==> config.mk <==
export PLATFORM = sky130hd
export DESIGN_NAME = tfc_timer
export DESIGN_NICKNAME = d
export VERILOG_FILES = /design/src/tfc_pkg.sv /design/src/tfc_sync.sv /design/src/tfc_tick_select.sv /design/src/tfc_timer.sv
export SDC_FILE = /design/constraint.sdc
export NUM_CORES = 1
export LEC_CHECK = 0
export ABC_AREA = 1
export BUFFER_PORTS_ARGS = -buffer_cell sky130_fd_sc_hd__buf_4
export CAP_MARGIN = 25
export CORE_AREA = 2 2 89 91
export DETAILED_ROUTE_END_ITERATION = 12
export DIE_AREA = 0 0 91 93
export GPL_TIMING_DRIVEN = 0
export PLACE_DENSITY = 0.67
export SLEW_MARGIN = 25
export SYNTH_ARGS = -nofsm -noshare
export SYNTH_HDL_FRONTEND = slang
export SYNTH_SLANG_ARGS = --single-unit
==> constraint.sdc <==
create_clock -name clk -period 3 [get_ports clk]
set_clock_uncertainty 0.2 [all_clocks]
set_input_delay 0.3 -clock clk [delete_from_list [all_inputs] [get_ports clk]]
set_output_delay 0.3 -clock clk [all_outputs]
set_load 0.02 [all_outputs]
==> src/tfc_pkg.sv <==
package tfc_pkg;
    // register addresses (8-bit special-register bus)
    localparam logic [7:0] TFC_ADDR_MODE_EXT = 8'h93;
    localparam logic [7:0] TFC_ADDR_MODE_MAIN = 8'hC9;
    localparam logic [7:0] TFC_ADDR_COUNT_LOW = 8'hCC;
    localparam logic [7:0] TFC_ADDR_CONTROL = 8'hC8;
    localparam logic [7:0] TFC_ADDR_COUNT_HIGH = 8'hCD;
    localparam logic [7:0] TFC_ADDR_CAPTURE_LOW = 8'hCA;
    localparam logic [7:0] TFC_ADDR_CAPTURE_HIGH = 8'hCB;
    // reset values
    localparam logic [7:0] TFC_RST_MODE_EXT = 8'h00;
    localparam logic [7:0] TFC_RST_MODE_MAIN = 8'h00;
    localparam logic [7:0] TFC_RST_COUNT_LOW = 8'h00;
    localparam logic [7:0] TFC_RST_CONTROL = 8'h00;
    // control register bits
    localparam int TFC_CON_OVF = 7;
    localparam int TFC_CON_EXT = 6;
    localparam int TFC_CON_LOVF = 5;
    localparam int TFC_CON_LIE = 4;
    localparam int TFC_CON_FALL = 3;
    localparam int TFC_CON_RUN = 2;
    localparam int TFC_CON_CSEL = 1;
    localparam int TFC_CON_CPRL = 0;
    // main mode register bits
    localparam int TFC_MOD_SPLIT = 7;
    localparam int TFC_MOD_B6 = 6;
    localparam int TFC_MOD_RISE = 5;
    localparam int TFC_MOD_X12 = 4;
    localparam int TFC_MOD_LRUN = 3;
    localparam int TFC_MOD_LRC = 2;
    localparam int TFC_MOD_OE = 1;
    localparam int TFC_MOD_MS0 = 0;
    // extension register bits
    localparam int TFC_EXT_LCS = 7;
    localparam int TFC_EXT_IGN = 6;
    localparam int TFC_EXT_ACC = 5;
    localparam int TFC_EXT_CKS = 4;
    localparam int TFC_EXT_MS1 = 3;
    localparam int TFC_EXT_CPS = 0;
    // clock prescale for the divide-by-twelve source
    localparam logic [3:0] TFC_DIV12_LAST = 4'hB;
    typedef enum logic [2:0]
    {
        TFC_MODE0 = 3'b000,
        TFC_MODE1 = 3'b001,
        TFC_MODE2 = 3'b010,
        TFC_MODE3 = 3'b011,
        TFC_MODE4 = 3'b100,
        TFC_MODE6 = 3'b110,
        TFC_MODE_RSV = 3'b111
    } tfc_mode_type;
endpackage

==> src/tfc_sync.sv <==
`timescale 1ns/1ns
module tfc_sync #(
    parameter int WIDTH = 8
) (
    // clock and reset
    input wire logic clk,
    input wire logic rst,
    // level crossing
    input wire logic [WIDTH-1:0] asyncIn,
    output logic [WIDTH-1:0] syncOut
);
    logic [WIDTH-1:0] stage1_q;

    always_ff @(posedge clk or posedge rst)
    begin
        if (rst)
        begin
            stage1_q <= '0;
            syncOut <= '0;
        end
        else
        begin
            stage1_q <= asyncIn;
            syncOut <= stage1_q;
        end
    end
endmodule

==> src/tfc_tick_select.sv <==
`timescale 1ns/1ns
module tfc_tick_select (
    // clock and reset
    input wire logic clk,
    input wire logic rst,
    // candidate ticks
    input wire logic div12Tick,
    input wire logic pinRise,
    input wire logic [2:0] code,
    input wire logic evt3,
    input wire logic evt5,
    input wire logic evt6,
    input wire logic evt7,
    // selected tick, registered
    output logic tick
);
    logic sel;

    always_comb
    begin
        case (code)
            3'h0: sel = div12Tick;
            3'h1: sel = pinRise;
            3'h2: sel = 1'b1;
            3'h3: sel = evt3;
            3'h5: sel = evt5;
            3'h6: sel = evt6;
            3'h7: sel = evt7;
            default: sel = 1'b0;
        endcase
    end

    // registered so both halves see a clean one-cycle strobe
    always_ff @(posedge clk or posedge rst)
    begin
        if (rst)
            tick <= 1'b0;
        else
            tick <= sel;
    end
endmodule

==> src/tfc_timer.sv <==
`timescale 1ns/1ns
// Notes on behaviour
// - each 16-bit rollover sets the overflow flag and interrupt unless ignored.
// - split mode output toggles on low overflow; low byte reloads from capture.
// - low overflow feeds baud generator and clock output at once.
// - low overflow interrupt gated by low interrupt enable.
// - overflow flag set by hardware, cleared only by software write.
// - external flag set on enabled falling or rising trigger edge.
// - in power-down with interrupt enabled, external flag is a level wake.
// - low overflow flag set on split low-byte overflow.
// - low interrupt enable lets low overflow flag request interrupt.
// - falling-edge enable; mode 0 edges still set external flag.
// - run bit starts counter; in split mode only the high byte.
// - three-bit clock code selects among seven sources; code 4 selects none.
// - mode code decodes modes 0,1,2,3,6, and mode 4 in split mode only; others reserved.
// - split enable makes two 8-bit timers.
// - mode bit 6 is low x12 or input invert per access select.
// - input invert flips trigger input before edge detection.
// - low-run-clear clears low run on high overflow in modes 0/1 or on capture.
// - clock-out enable gates clock output onto its pin.
// - overflow interrupt ignore blocks overflow interrupt, reset zero.
// - capture source select picks one of seven trigger sources; codes 3 and 4 both tie it high.
// - clock-out mode when capture/reload zero and output enabled; 50% duty.
// - output rate is input clock over 2*(65536-capture); reload on overflow.
module tfc_timer (
    // clock and reset
    input wire logic clk,
    input wire logic rst,
    // register port
    input wire logic [7:0] regAddr,
    input wire logic regWrite,
    input wire logic [7:0] regWdata,
    input wire logic regRead,
    output logic [7:0] regRdata,
    // high byte and capture bytes kept outside
    input wire logic [7:0] countHighByte,
    input wire logic [7:0] captureHighByte,
    input wire logic [7:0] captureLowByte,
    output logic highOverflow,
    output logic highTick,
    output logic highRun,
    // pins and events
    input wire logic trigger_pin,
    input wire logic clockInPin,
    input wire logic slave_select_pin,
    input wire logic second_two_wire_clock,
    input wire logic comparator0_output,
    input wire logic comparator2_output,
    input wire logic ext_irq2_event,
    input wire logic ext_irq3_event,
    input wire logic timer0_overflow_event,
    input wire logic comparator0_event,
    input wire logic comparator2_event,
    input wire logic powerDown,
    input wire logic timerIrqEnable,
    // to mode datapaths and system
    output tfc_pkg::tfc_mode_type modeSelect,
    output logic splitMode,
    output logic triggerEvent,
    output logic captureEvent,
    output logic low_half_overflow_event,
    output logic clock_output_pin,
    output logic timerIrq,
    output logic wakeRequest
);
    import tfc_pkg::*;

    logic [7:0] control_q;
    logic [7:0] modeMain_q;
    logic [7:0] modeExt_q;
    logic [7:0] countLow_q;
    logic lowX12_q;
    logic invert_q;
    logic clockOut_q;
    logic trigPrev_q;
    logic pinPrev_q;
    logic [3:0] div12_q;
    logic div12Tick;
    logic [5:0] pinsSync;
    logic [2:0] arm_q;
    logic edgeArmed;
    logic trigSel;
    logic trigIn;
    logic trigRise;
    logic trigFall;
    logic pinRise;
    logic lowTick;
    logic lowOvf;
    logic ovfEvent;
    logic extSet;
    logic lowRunClr;
    logic [2:0] clkCode;
    logic wrCon;
    logic wrMain;
    logic wrExt;
    logic wrLow;

    function automatic logic hit(input logic [7:0] a, input logic [7:0] target, input logic w);
        hit = w && (a == target);
    endfunction

    function automatic logic reloadMode(input tfc_mode_type m);
        reloadMode = (m == TFC_MODE0) || (m == TFC_MODE1);
    endfunction

    function automatic logic captureMode(input tfc_mode_type m);
        captureMode = (m == TFC_MODE2) || (m == TFC_MODE3);
    endfunction

    assign wrCon = hit(regAddr, TFC_ADDR_CONTROL, regWrite);
    assign wrMain = hit(regAddr, TFC_ADDR_MODE_MAIN, regWrite);
    assign wrExt = hit(regAddr, TFC_ADDR_MODE_EXT, regWrite);
    assign wrLow = hit(regAddr, TFC_ADDR_COUNT_LOW, regWrite);

    // pin inputs cross in through two flops before use
    tfc_sync #(.WIDTH(6)) pinSync (
        .clk(clk),
        .rst(rst),
        .asyncIn({trigger_pin, clockInPin, slave_select_pin, second_two_wire_clock,
                  comparator0_output, comparator2_output}),
        .syncOut(pinsSync)
    );

    assign splitMode = modeMain_q[TFC_MOD_SPLIT];

    always_comb
    begin
        case ({modeExt_q[TFC_EXT_MS1], control_q[TFC_CON_CPRL], modeMain_q[TFC_MOD_MS0]})
            3'b000: modeSelect = TFC_MODE0;
            3'b001: modeSelect = TFC_MODE1;
            3'b010: modeSelect = TFC_MODE2;
            3'b011: modeSelect = TFC_MODE3;
            3'b100: modeSelect = splitMode ? TFC_MODE4 : TFC_MODE_RSV;
            3'b110: modeSelect = TFC_MODE6;
            default: modeSelect = TFC_MODE_RSV;
        endcase
    end

    // capture source select
    always_comb
    begin
        case (modeExt_q[TFC_EXT_CPS +: 3])
            3'h0: trigSel = pinsSync[5];
            3'h1: trigSel = pinsSync[3];
            3'h2: trigSel = ext_irq3_event;
            3'h3: trigSel = 1'b1;
            3'h4: trigSel = 1'b1;
            3'h5: trigSel = pinsSync[1];
            3'h6: trigSel = pinsSync[0];
            default: trigSel = pinsSync[2];
        endcase
    end

    // edges stay blind until the pin pipeline has filled after reset;
    // a pin idling high would otherwise look like a fresh rising edge
    always_ff @(posedge clk or posedge rst)
    begin
        if (rst)
            arm_q <= 3'h0;
        else
            arm_q <= {arm_q[1:0], 1'b1};
    end
    assign edgeArmed = arm_q[2];

    assign trigIn = trigSel ^ invert_q;
    assign trigRise = edgeArmed && trigIn && !trigPrev_q;
    assign trigFall = edgeArmed && !trigIn && trigPrev_q;
    assign pinRise = edgeArmed && pinsSync[4] && !pinPrev_q;
    assign triggerEvent = (trigFall && control_q[TFC_CON_FALL]) || (trigRise && modeMain_q[TFC_MOD_RISE]);
    assign extSet = triggerEvent;
    assign captureEvent = triggerEvent && captureMode(modeSelect);

    always_ff @(posedge clk or posedge rst)
    begin
        if (rst)
        begin
            trigPrev_q <= 1'b0;
            pinPrev_q <= 1'b0;
        end
        else
        begin
            trigPrev_q <= trigIn;
            pinPrev_q <= pinsSync[4];
        end
    end

    always_ff @(posedge clk or posedge rst)
    begin
        if (rst)
            div12_q <= 4'h0;
        else if (div12_q == TFC_DIV12_LAST)
            div12_q <= 4'h0;
        else
            div12_q <= div12_q + 4'h1;
    end
    assign div12Tick = (div12_q == TFC_DIV12_LAST);

    // split high byte takes the low overflow in place of the irq2 event
    assign clkCode = {modeExt_q[TFC_EXT_CKS], modeMain_q[TFC_MOD_X12], control_q[TFC_CON_CSEL]};
    tfc_tick_select highSel (
        .clk(clk),
        .rst(rst),
        .div12Tick(div12Tick),
        .pinRise(pinRise),
        .code(clkCode),
        .evt3(splitMode ? lowOvf : ext_irq2_event),
        .evt5(timer0_overflow_event),
        .evt6(comparator2_event),
        .evt7(comparator0_event),
        .tick(highTick)
    );

    assign highRun = control_q[TFC_CON_RUN];

    // low half clock: 00 div12, 01 system_clock, 11 irq2 event, 10 none
    always_comb
    begin
        case ({modeExt_q[TFC_EXT_LCS], lowX12_q})
            2'b00: lowTick = div12Tick;
            2'b01: lowTick = 1'b1;
            2'b11: lowTick = ext_irq2_event;
            default: lowTick = 1'b0;
        endcase
    end

    // unsplit: low byte runs with the run bit; split: low-run bit only
    logic lowCount;
    assign lowCount = splitMode ? (modeMain_q[TFC_MOD_LRUN] && lowTick) : (highRun && highTick);
    assign lowOvf = splitMode && lowCount && (countLow_q == 8'hFF);
    assign low_half_overflow_event = lowOvf;
    // 16-bit overflow comes when both bytes roll in one step;
    // split: the high byte alone rolls and still owns the overflow flag
    assign highOverflow = splitMode ? (highRun && highTick && countHighByte == 8'hFF) :
        (lowCount && countLow_q == 8'hFF && countHighByte == 8'hFF);
    assign ovfEvent = highOverflow;

    always_ff @(posedge clk or posedge rst)
    begin
        if (rst)
            countLow_q <= TFC_RST_COUNT_LOW;
        else if (wrLow)
            countLow_q <= regWdata;
        else if (lowOvf)
            countLow_q <= captureLowByte;
        // capture modes roll over freely; a reload would spoil the count
        else if (!splitMode && ovfEvent && reloadMode(modeSelect))
            countLow_q <= captureLowByte;
        else if (captureEvent && modeSelect == TFC_MODE3 && !splitMode)
            countLow_q <= 8'h00;
        else if (lowCount)
            countLow_q <= countLow_q + 8'h01;
    end

    assign lowRunClr = modeMain_q[TFC_MOD_LRC] && splitMode &&
        ((reloadMode(modeSelect) && highOverflow) ||
         (captureMode(modeSelect) && captureEvent));

    always_ff @(posedge clk or posedge rst)
    begin
        if (rst)
        begin
            modeMain_q <= TFC_RST_MODE_MAIN;
            lowX12_q <= 1'b0;
            invert_q <= 1'b0;
        end
        else
        begin
            if (wrMain)
            begin
                modeMain_q <= regWdata;
                if (modeExt_q[TFC_EXT_ACC])
                    invert_q <= regWdata[TFC_MOD_B6];
                else
                    lowX12_q <= regWdata[TFC_MOD_B6];
            end
            if (lowRunClr)
                modeMain_q[TFC_MOD_LRUN] <= 1'b0;
        end
    end

    always_ff @(posedge clk or posedge rst)
    begin
        if (rst)
            modeExt_q <= TFC_RST_MODE_EXT;
        else if (wrExt)
            modeExt_q <= regWdata;
    end

    // flags: hardware set wins over a same-cycle software clear
    always_ff @(posedge clk or posedge rst)
    begin
        if (rst)
            control_q <= TFC_RST_CONTROL;
        else
        begin
            if (wrCon)
                control_q <= regWdata;
            if (ovfEvent)
                control_q[TFC_CON_OVF] <= 1'b1;
            if (extSet)
                control_q[TFC_CON_EXT] <= 1'b1;
            if (lowOvf)
                control_q[TFC_CON_LOVF] <= 1'b1;
        end
    end

    // clock-out toggles on each low overflow in split mode, else on each 16-bit overflow, for 50% duty
    always_ff @(posedge clk or posedge rst)
    begin
        if (rst)
            clockOut_q <= 1'b0;
        else if (control_q[TFC_CON_CPRL])
            clockOut_q <= 1'b0;
        else if (splitMode ? lowOvf : ovfEvent)
            clockOut_q <= ~clockOut_q;
    end
    assign clock_output_pin = clockOut_q && modeMain_q[TFC_MOD_OE];

    assign timerIrq = (control_q[TFC_CON_OVF] && !modeExt_q[TFC_EXT_IGN]) ||
        control_q[TFC_CON_EXT] ||
        (control_q[TFC_CON_LOVF] && control_q[TFC_CON_LIE]);
    // level wake; edge detection has no clock to rely on in power-down
    assign wakeRequest = powerDown && timerIrqEnable && control_q[TFC_CON_EXT];

    always_ff @(posedge clk or posedge rst)
    begin
        if (rst)
            regRdata <= 8'h00;
        else if (regRead)
        begin
            case (regAddr)
                TFC_ADDR_CONTROL: regRdata <= control_q;
                TFC_ADDR_MODE_MAIN: regRdata <= {modeMain_q[7], modeExt_q[TFC_EXT_ACC] ? invert_q : lowX12_q,
                                                 modeMain_q[5:0]};
                TFC_ADDR_MODE_EXT: regRdata <= modeExt_q;
                TFC_ADDR_COUNT_LOW: regRdata <= countLow_q;
                default: regRdata <= 8'h00;
            endcase
        end
    end
endmodule

Word-level counts from Yosys, hierarchy flattened

Cells that the tools add are included.

Logic and storage cells: 136
Flip-flop bits (word level): 65
Input bits: 57
Output and inout port bits: 21

$add $sub $neg: 2
Mux-type cells: 25
Bitwise gates (word level): 3
Eq/ne operators: 29
Reduce and logical (&&, ||, !) cells: 58

Operators with widths:

| operator              | number |
|---|---|
| $eq A8 B8 Y1 const B  | 6 |
| $mux W8               | 6 |
| $logic_and A1 B1 Y1   | 33 |
| $pmux W8 S4           | 1 |
| $eq A3 B2 Y1 const B  | 8 |
| $eq A3 B3 Y1 const B  | 8 |
| $pmux W3 S6           | 1 |
| $eq A3 B1 Y1 const B  | 4 |
| $logic_not A3 Y1      | 4 |
| $mux W1               | 11 |
| $reduce_bool A2 Y1    | 5 |
| $add A8 B1 Y8 const B | 1 |
| $mux W4               | 2 |
| $pmux W1 S7           | 1 |
| $logic_or A1 B1 Y1    | 6 |
| $pmux W1 S6           | 1 |
| $logic_not A1 Y1      | 5 |
| $reduce_bool A5 Y1    | 1 |
| $add A4 B1 Y4 const B | 1 |
| $eq A4 B4 Y1 const B  | 1 |
| $reduce_and A2 Y1     | 2 |
| $pmux W1 S3           | 1 |
| $eq A2 B1 Y1 const B  | 1 |
| $eq A2 B2 Y1 const B  | 1 |
| 5 further kinds       | 6 |

Depth between registers and ports, before layout

Depth in word-level cells: 16
Depth in mapped cells: 15
Mapped depth without buffers: 14

Cells and area by module

A second synthesis with hierarchy kept.

Cell total of the unflattened synthesis: 418
Area, all modules: 3,286.9 sq um

Modules (own cells, without submodules):

| module          | instances | area an instance (sq um) | cells an instance | seq. area each (sq um) |
|---|---|---|---|---|
| tfc_timer       | 1         | 2,871.5                  | 385               | 1,276.2 |
| tfc_sync        | 1         | 304.0                    | 13                | 300.3 |
| tfc_tick_select | 1         | 111.4                    | 20                | 25.0 |

Least setup slack after synthesis

No wires, ideal clock.

Path kind: reg2reg
From: register countLow_q[0]
To: register countLow_q[0]
Data arrival time: 1,684 ps
Period minus slack after synthesis: 2,001 ps
Stages on the path, launching flop included: 15
Path buffers: 1
Setup time: 116 ps
Path slack: 999 ps
Data required time: 2,684 ps
Path through: dfrtp_1 -> ha_1 -> nand3_2 -> nor3_2 -> nand2_1 -> nor2_2 -> inv_1 -> or2_4 -> nand2_4 -> buf_12 -> nor2_1 -> nand2_1 -> nand2_1 -> nand2_1 -> nand2_1

Longest elaborated chain between the ends: 9
Elaborated cells on any way between the ends: 14
Those cells by class: add/sub: 1; eq/ne: 1; mux: 6; reduce/logical: 6

RTL lines:

| item                                                                  | RTL line         | text |
|---|---|---|
| start, declared                                                       | tfc_timer.sv:71  | `logic [7:0] countLow_q;` |
| start signal, assigned                                                | tfc_timer.sv:242 | `countLow_q <= regWdata;` |
| start signal, assigned                                                | tfc_timer.sv:244 | `countLow_q <= captureLowByte;` |
| start signal, assigned                                                | tfc_timer.sv:247 | `countLow_q <= captureLowByte;` |
| parallel branches: the longest is 9 deep, another holds $add A8 B1 Y8 | n/a              |  |

Parallel ways; which one is timed is not known. The select of a mux whose other input is x is not followed.
A chain may end at the register's enable or synchronous reset.

Worst setup path in the final report

From: register countLow_q[0]
To: output port low_half_overflow_event

Longest elaborated chain between the ends: 2

RTL lines:

| item                | RTL line         | text |
|---|---|---|
| $eq A8 B8 Y1        | tfc_timer.sv:229 | `assign lowOvf = splitMode && lowCount && (countLow_q == 8'hFF);` |
| $logic_and A1 B1 Y1 | tfc_timer.sv:229 |  |
| end, declared       | tfc_timer.sv:61  | `output logic low_half_overflow_event,` |

Every way passes these cells.

==> results.py <==
metrics = {
    "outcome": {
        "run_status": "finished clean",
    },
    "placement": {
        "dp_cells": 574,
        "placed_cell_area_um2": 3900,
        "hpwl_um": 6540,
        "place.port_buffers": 69,
        "gp_routability_congestion": 0.890,
    },
    "route": {
        "drt-pass1-iter-count": 5,
        "drtAntennaViolNets": 0,
        "dr_total_vias": 3059,
        "drc_errors": 0,
        "wl_per_cell_um": 14.3,
        "vias_per_cell": 5.13,
        "wirelength_um": 8540,
        "drt_iter0_markers": 199,
    },
    "clock_network": {
        "clkTransAtPathRegs_ns": 0.07,
        "cts_buffers": 9,
        "post_cts_resized": 0,
        "ctsHtreeMaxLevel": 3,
        "cts_buffer_depth": 2,
        "cts_setup_buffers": 0,
        "cts_hold_buf": 7,
        "cts_tree": "done",
        "clock-sinks": 64,
        "clkLatencyLatePin_ns": 0.34,
        "cts-root-buf": "clkbuf_8",
    },
    "yosys": {
        "synth_top_area_frac": 0.496,
        "synth_edf_count": 0,
        "yosys.area.top_type": "dfrtp_1",
        "synth_common_cells": "nand2_1, dfrtp_1, inv_1",
        "yosysWarnings": 0,
        "synthesis.nets": 461,
        "async_flop_share": 1.00,
        "yosysMostFrequentCell": "nand2_1",
        "ys_ff_latch": 64,
        "ys_seq_area_frac": 0.496,
        "syn_inst": 402,
        "netlist_area_um2": 3230,
        "synth.distinct_cells": 38,
        "synthTopCellsByArea": "dfrtp_1, nand2_1, inv_1",
        "synth_top_flop_cell": "dfrtp_1",
        "syn_avg_cell_area_um2": 8.04,
    },
    "floorplan": {
        "die_y_um": 93,
        "die_area_um2": 8460,
        "initial_core_util": 0.429,
        "io_pins": 78,
        "num_rows": 32,
        "design.core.area_um2": 7530,
        "die_x_um": 91,
    },
    "finish": {
        "finalNonFillerCells": 596,
        "areaGrowthSynthToFinish_pct": 27.6,
        "fillers": 753,
        "final_nets": 549,
        "final_area_um2": 4120,
        "drive_gt1_frac": 0.221,
        "n_antenna_cell": 0,
    },
    "worst_setup_path": {
        "max_stage_delay_ns": 0.39,
        "crit_path_end_kind": "output pin",
        "critical_path_class": "flip-flop to output pin",
        "crit_family": "simple AND/OR/NAND/NOR gates",
        "path_cells": "ha_1 > nand3_2 > nor3_2 > nand2_1 > nor2_2 > inv_1 > or2_4 > inv_1 > buf_4",
        "worst_ep_required_time_ns": 2.50,
        "crit_fanout": 4,
        "crit_slowest_cell": "dfrtp_1",
        "cp_num_buf_inv": 3,
        "cp_common_cell": "inv_1",
        "critPathLaunchType": "flip-flop",
        "arrival_ns": 2.02,
        "r2r_slack_ns": 0.72,
    },
    "power": {
        "vdd_drop_max_mv": 0.329,
        "powerDensity_nw_per_um2": 484,
        "leakage_nw": 2.17,
    },
    "timing": {
        "finalCritPeriodShare": 0.839,
        "setup_tns_ns": 0,
        "maxSlewViolCount": 0,
        "finalCriticalPeriod_ns": 2.52,
        "hold_viol": 0,
        "clock.fmax_mhz": 397,
        "rsz0062_at_grt": "false",
        "setup_violations": 0,
    },
    "min_path": {
        "min-delay-path-class": "input pin to flip-flop",
    },
    "global_routing": {
        "grt_pass1_wl_um": 14500,
        "grt_max_degree": 41,
        "grt.overflow.total": 0,
        "antenna_found_initial": 0,
        "grt_use_total": 0.220,
        "grt_pass1_vias": 2951,
    },
    "run": {
        "maxCapViolCount": 0,
    },
}
## flip-flops by register name, summed over array words and instances (netlist names)
register,flops
div12_q,4
regRdata,8
arm_q,3
highSel.tick,1
lowX12_q,1
clockOut_q,1
modeExt_q,8
trigPrev_q,1
pinPrev_q,1
pinSync.stage1_q,6
modeMain_q,7
countLow_q,8
pinSync.syncOut,6
invert_q,1
control_q,8
## logic make-up after synthesis
| logic type | after synthesis | share of synthesized area |
|---|---|---|
| AOI/OAI and AO/OA | 86 | 0.145 |
| xor gates and xnor gates | 6 | 0.0163 |
| DFF | 64 | 0.496 |
| buffers and inverters | 68 | 0.0899 |
| and+or+nand+nor | 175 | 0.244 |
| adders and majority gates | 2 | 0.00774 |
| other | 1 | 0.00116 |
## stage by stage
step | hold slack, ns | worst slack (ns) | util | power, W
floorplan | 0.131 | 0.902 | - | 0.00124
finish | 0.0222 | 0.483 | 0.548 | 0.00199
CTS | 0.00717 | 0.470 | 0.548 | 0.00201
global route | 0.0129 | 0.327 | 0.548 | 0.00212
global placement | 0.132 | 0.0818 | 0.515 | 0.00137
detailed placement | 0.0946 | 0.761 | 0.518 | 0.00139
## worst min-delay path: stages
cell,delay [ns]
buf_4,0.11
nand2_1,0.05
o21ai_0,0.06
## worst paths after layout
path                       cells past startpoint                      start                        end
min reg2reg                                    0         arm_q[1]$_DFF_PP0_         arm_q[2]$_DFF_PP0_
min                                            3                regWdata[1]   control_q[1]$_DFFE_PP0P_
max reg2reg                                   10       div12_q[0]$_DFF_PP0_  countLow_q[2]$_DFFE_PP0P_
max                                            9  countLow_q[0]$_DFFE_PP0P_    low_half_overflow_event
max in group asynchronous                      4                        rst    regRdata[4]$_DFFE_PP0P_
min in group asynchronous                      3                        rst   control_q[1]$_DFFE_PP0P_
## cells in the final DEF (no fill, tap or decap), types with 10 or more instances in the layout
cell type | Yosys | final
o22ai_1 | 13 | 13
inv_1 | 58 | 57
dfrtp_1 | 64 | 64
a21oi_1 | 25 | 25
nor2_1 | 27 | 27
buf_4 | 0 | 69
nand3_1 | 10 | 10
o21ai_0 | 39 | 39
nand2_1 | 104 | 104
## layout make-up
cell class | count | area, µm² | share of cell area
Buffer | 7 | 61.3 | 0.0149
Clock buffer | 10 | 128 | 0.0310
Clock inverter | 5 | 25.0 | 0.00607
Inverter | 61 | 231 | 0.0562
Multi-Input combinational cell | 270 | 1340 | 0.325
Sequential cell | 64 | 1600 | 0.389
Tap cell | 102 | 128 | 0.0310
Timing Repair Buffer | 77 | 608 | 0.148
## power breakdown
group | switching (W) | internal (W)
combinational | 0.000228 | 0.000164
sequential | 0.0000574 | 0.000933
clock | 0.000323 | 0.000288
## layer usage
| layer | global-route usage | vias to the layer above | share of wire |
|---|---|---|---|
| met5 | 0 | - | 0 |
| met4 | 0.0682 | 0 | 0.015 |
| met3 | 0.0556 | 15 | 0.064 |
| met2 | 0.349 | 118 | 0.47 |
| met1 | 0.298 | 1438 | 0.45 |
| li1 | - | 1488 | - |
Note: power is estimated with default switching activity, not from simulation.
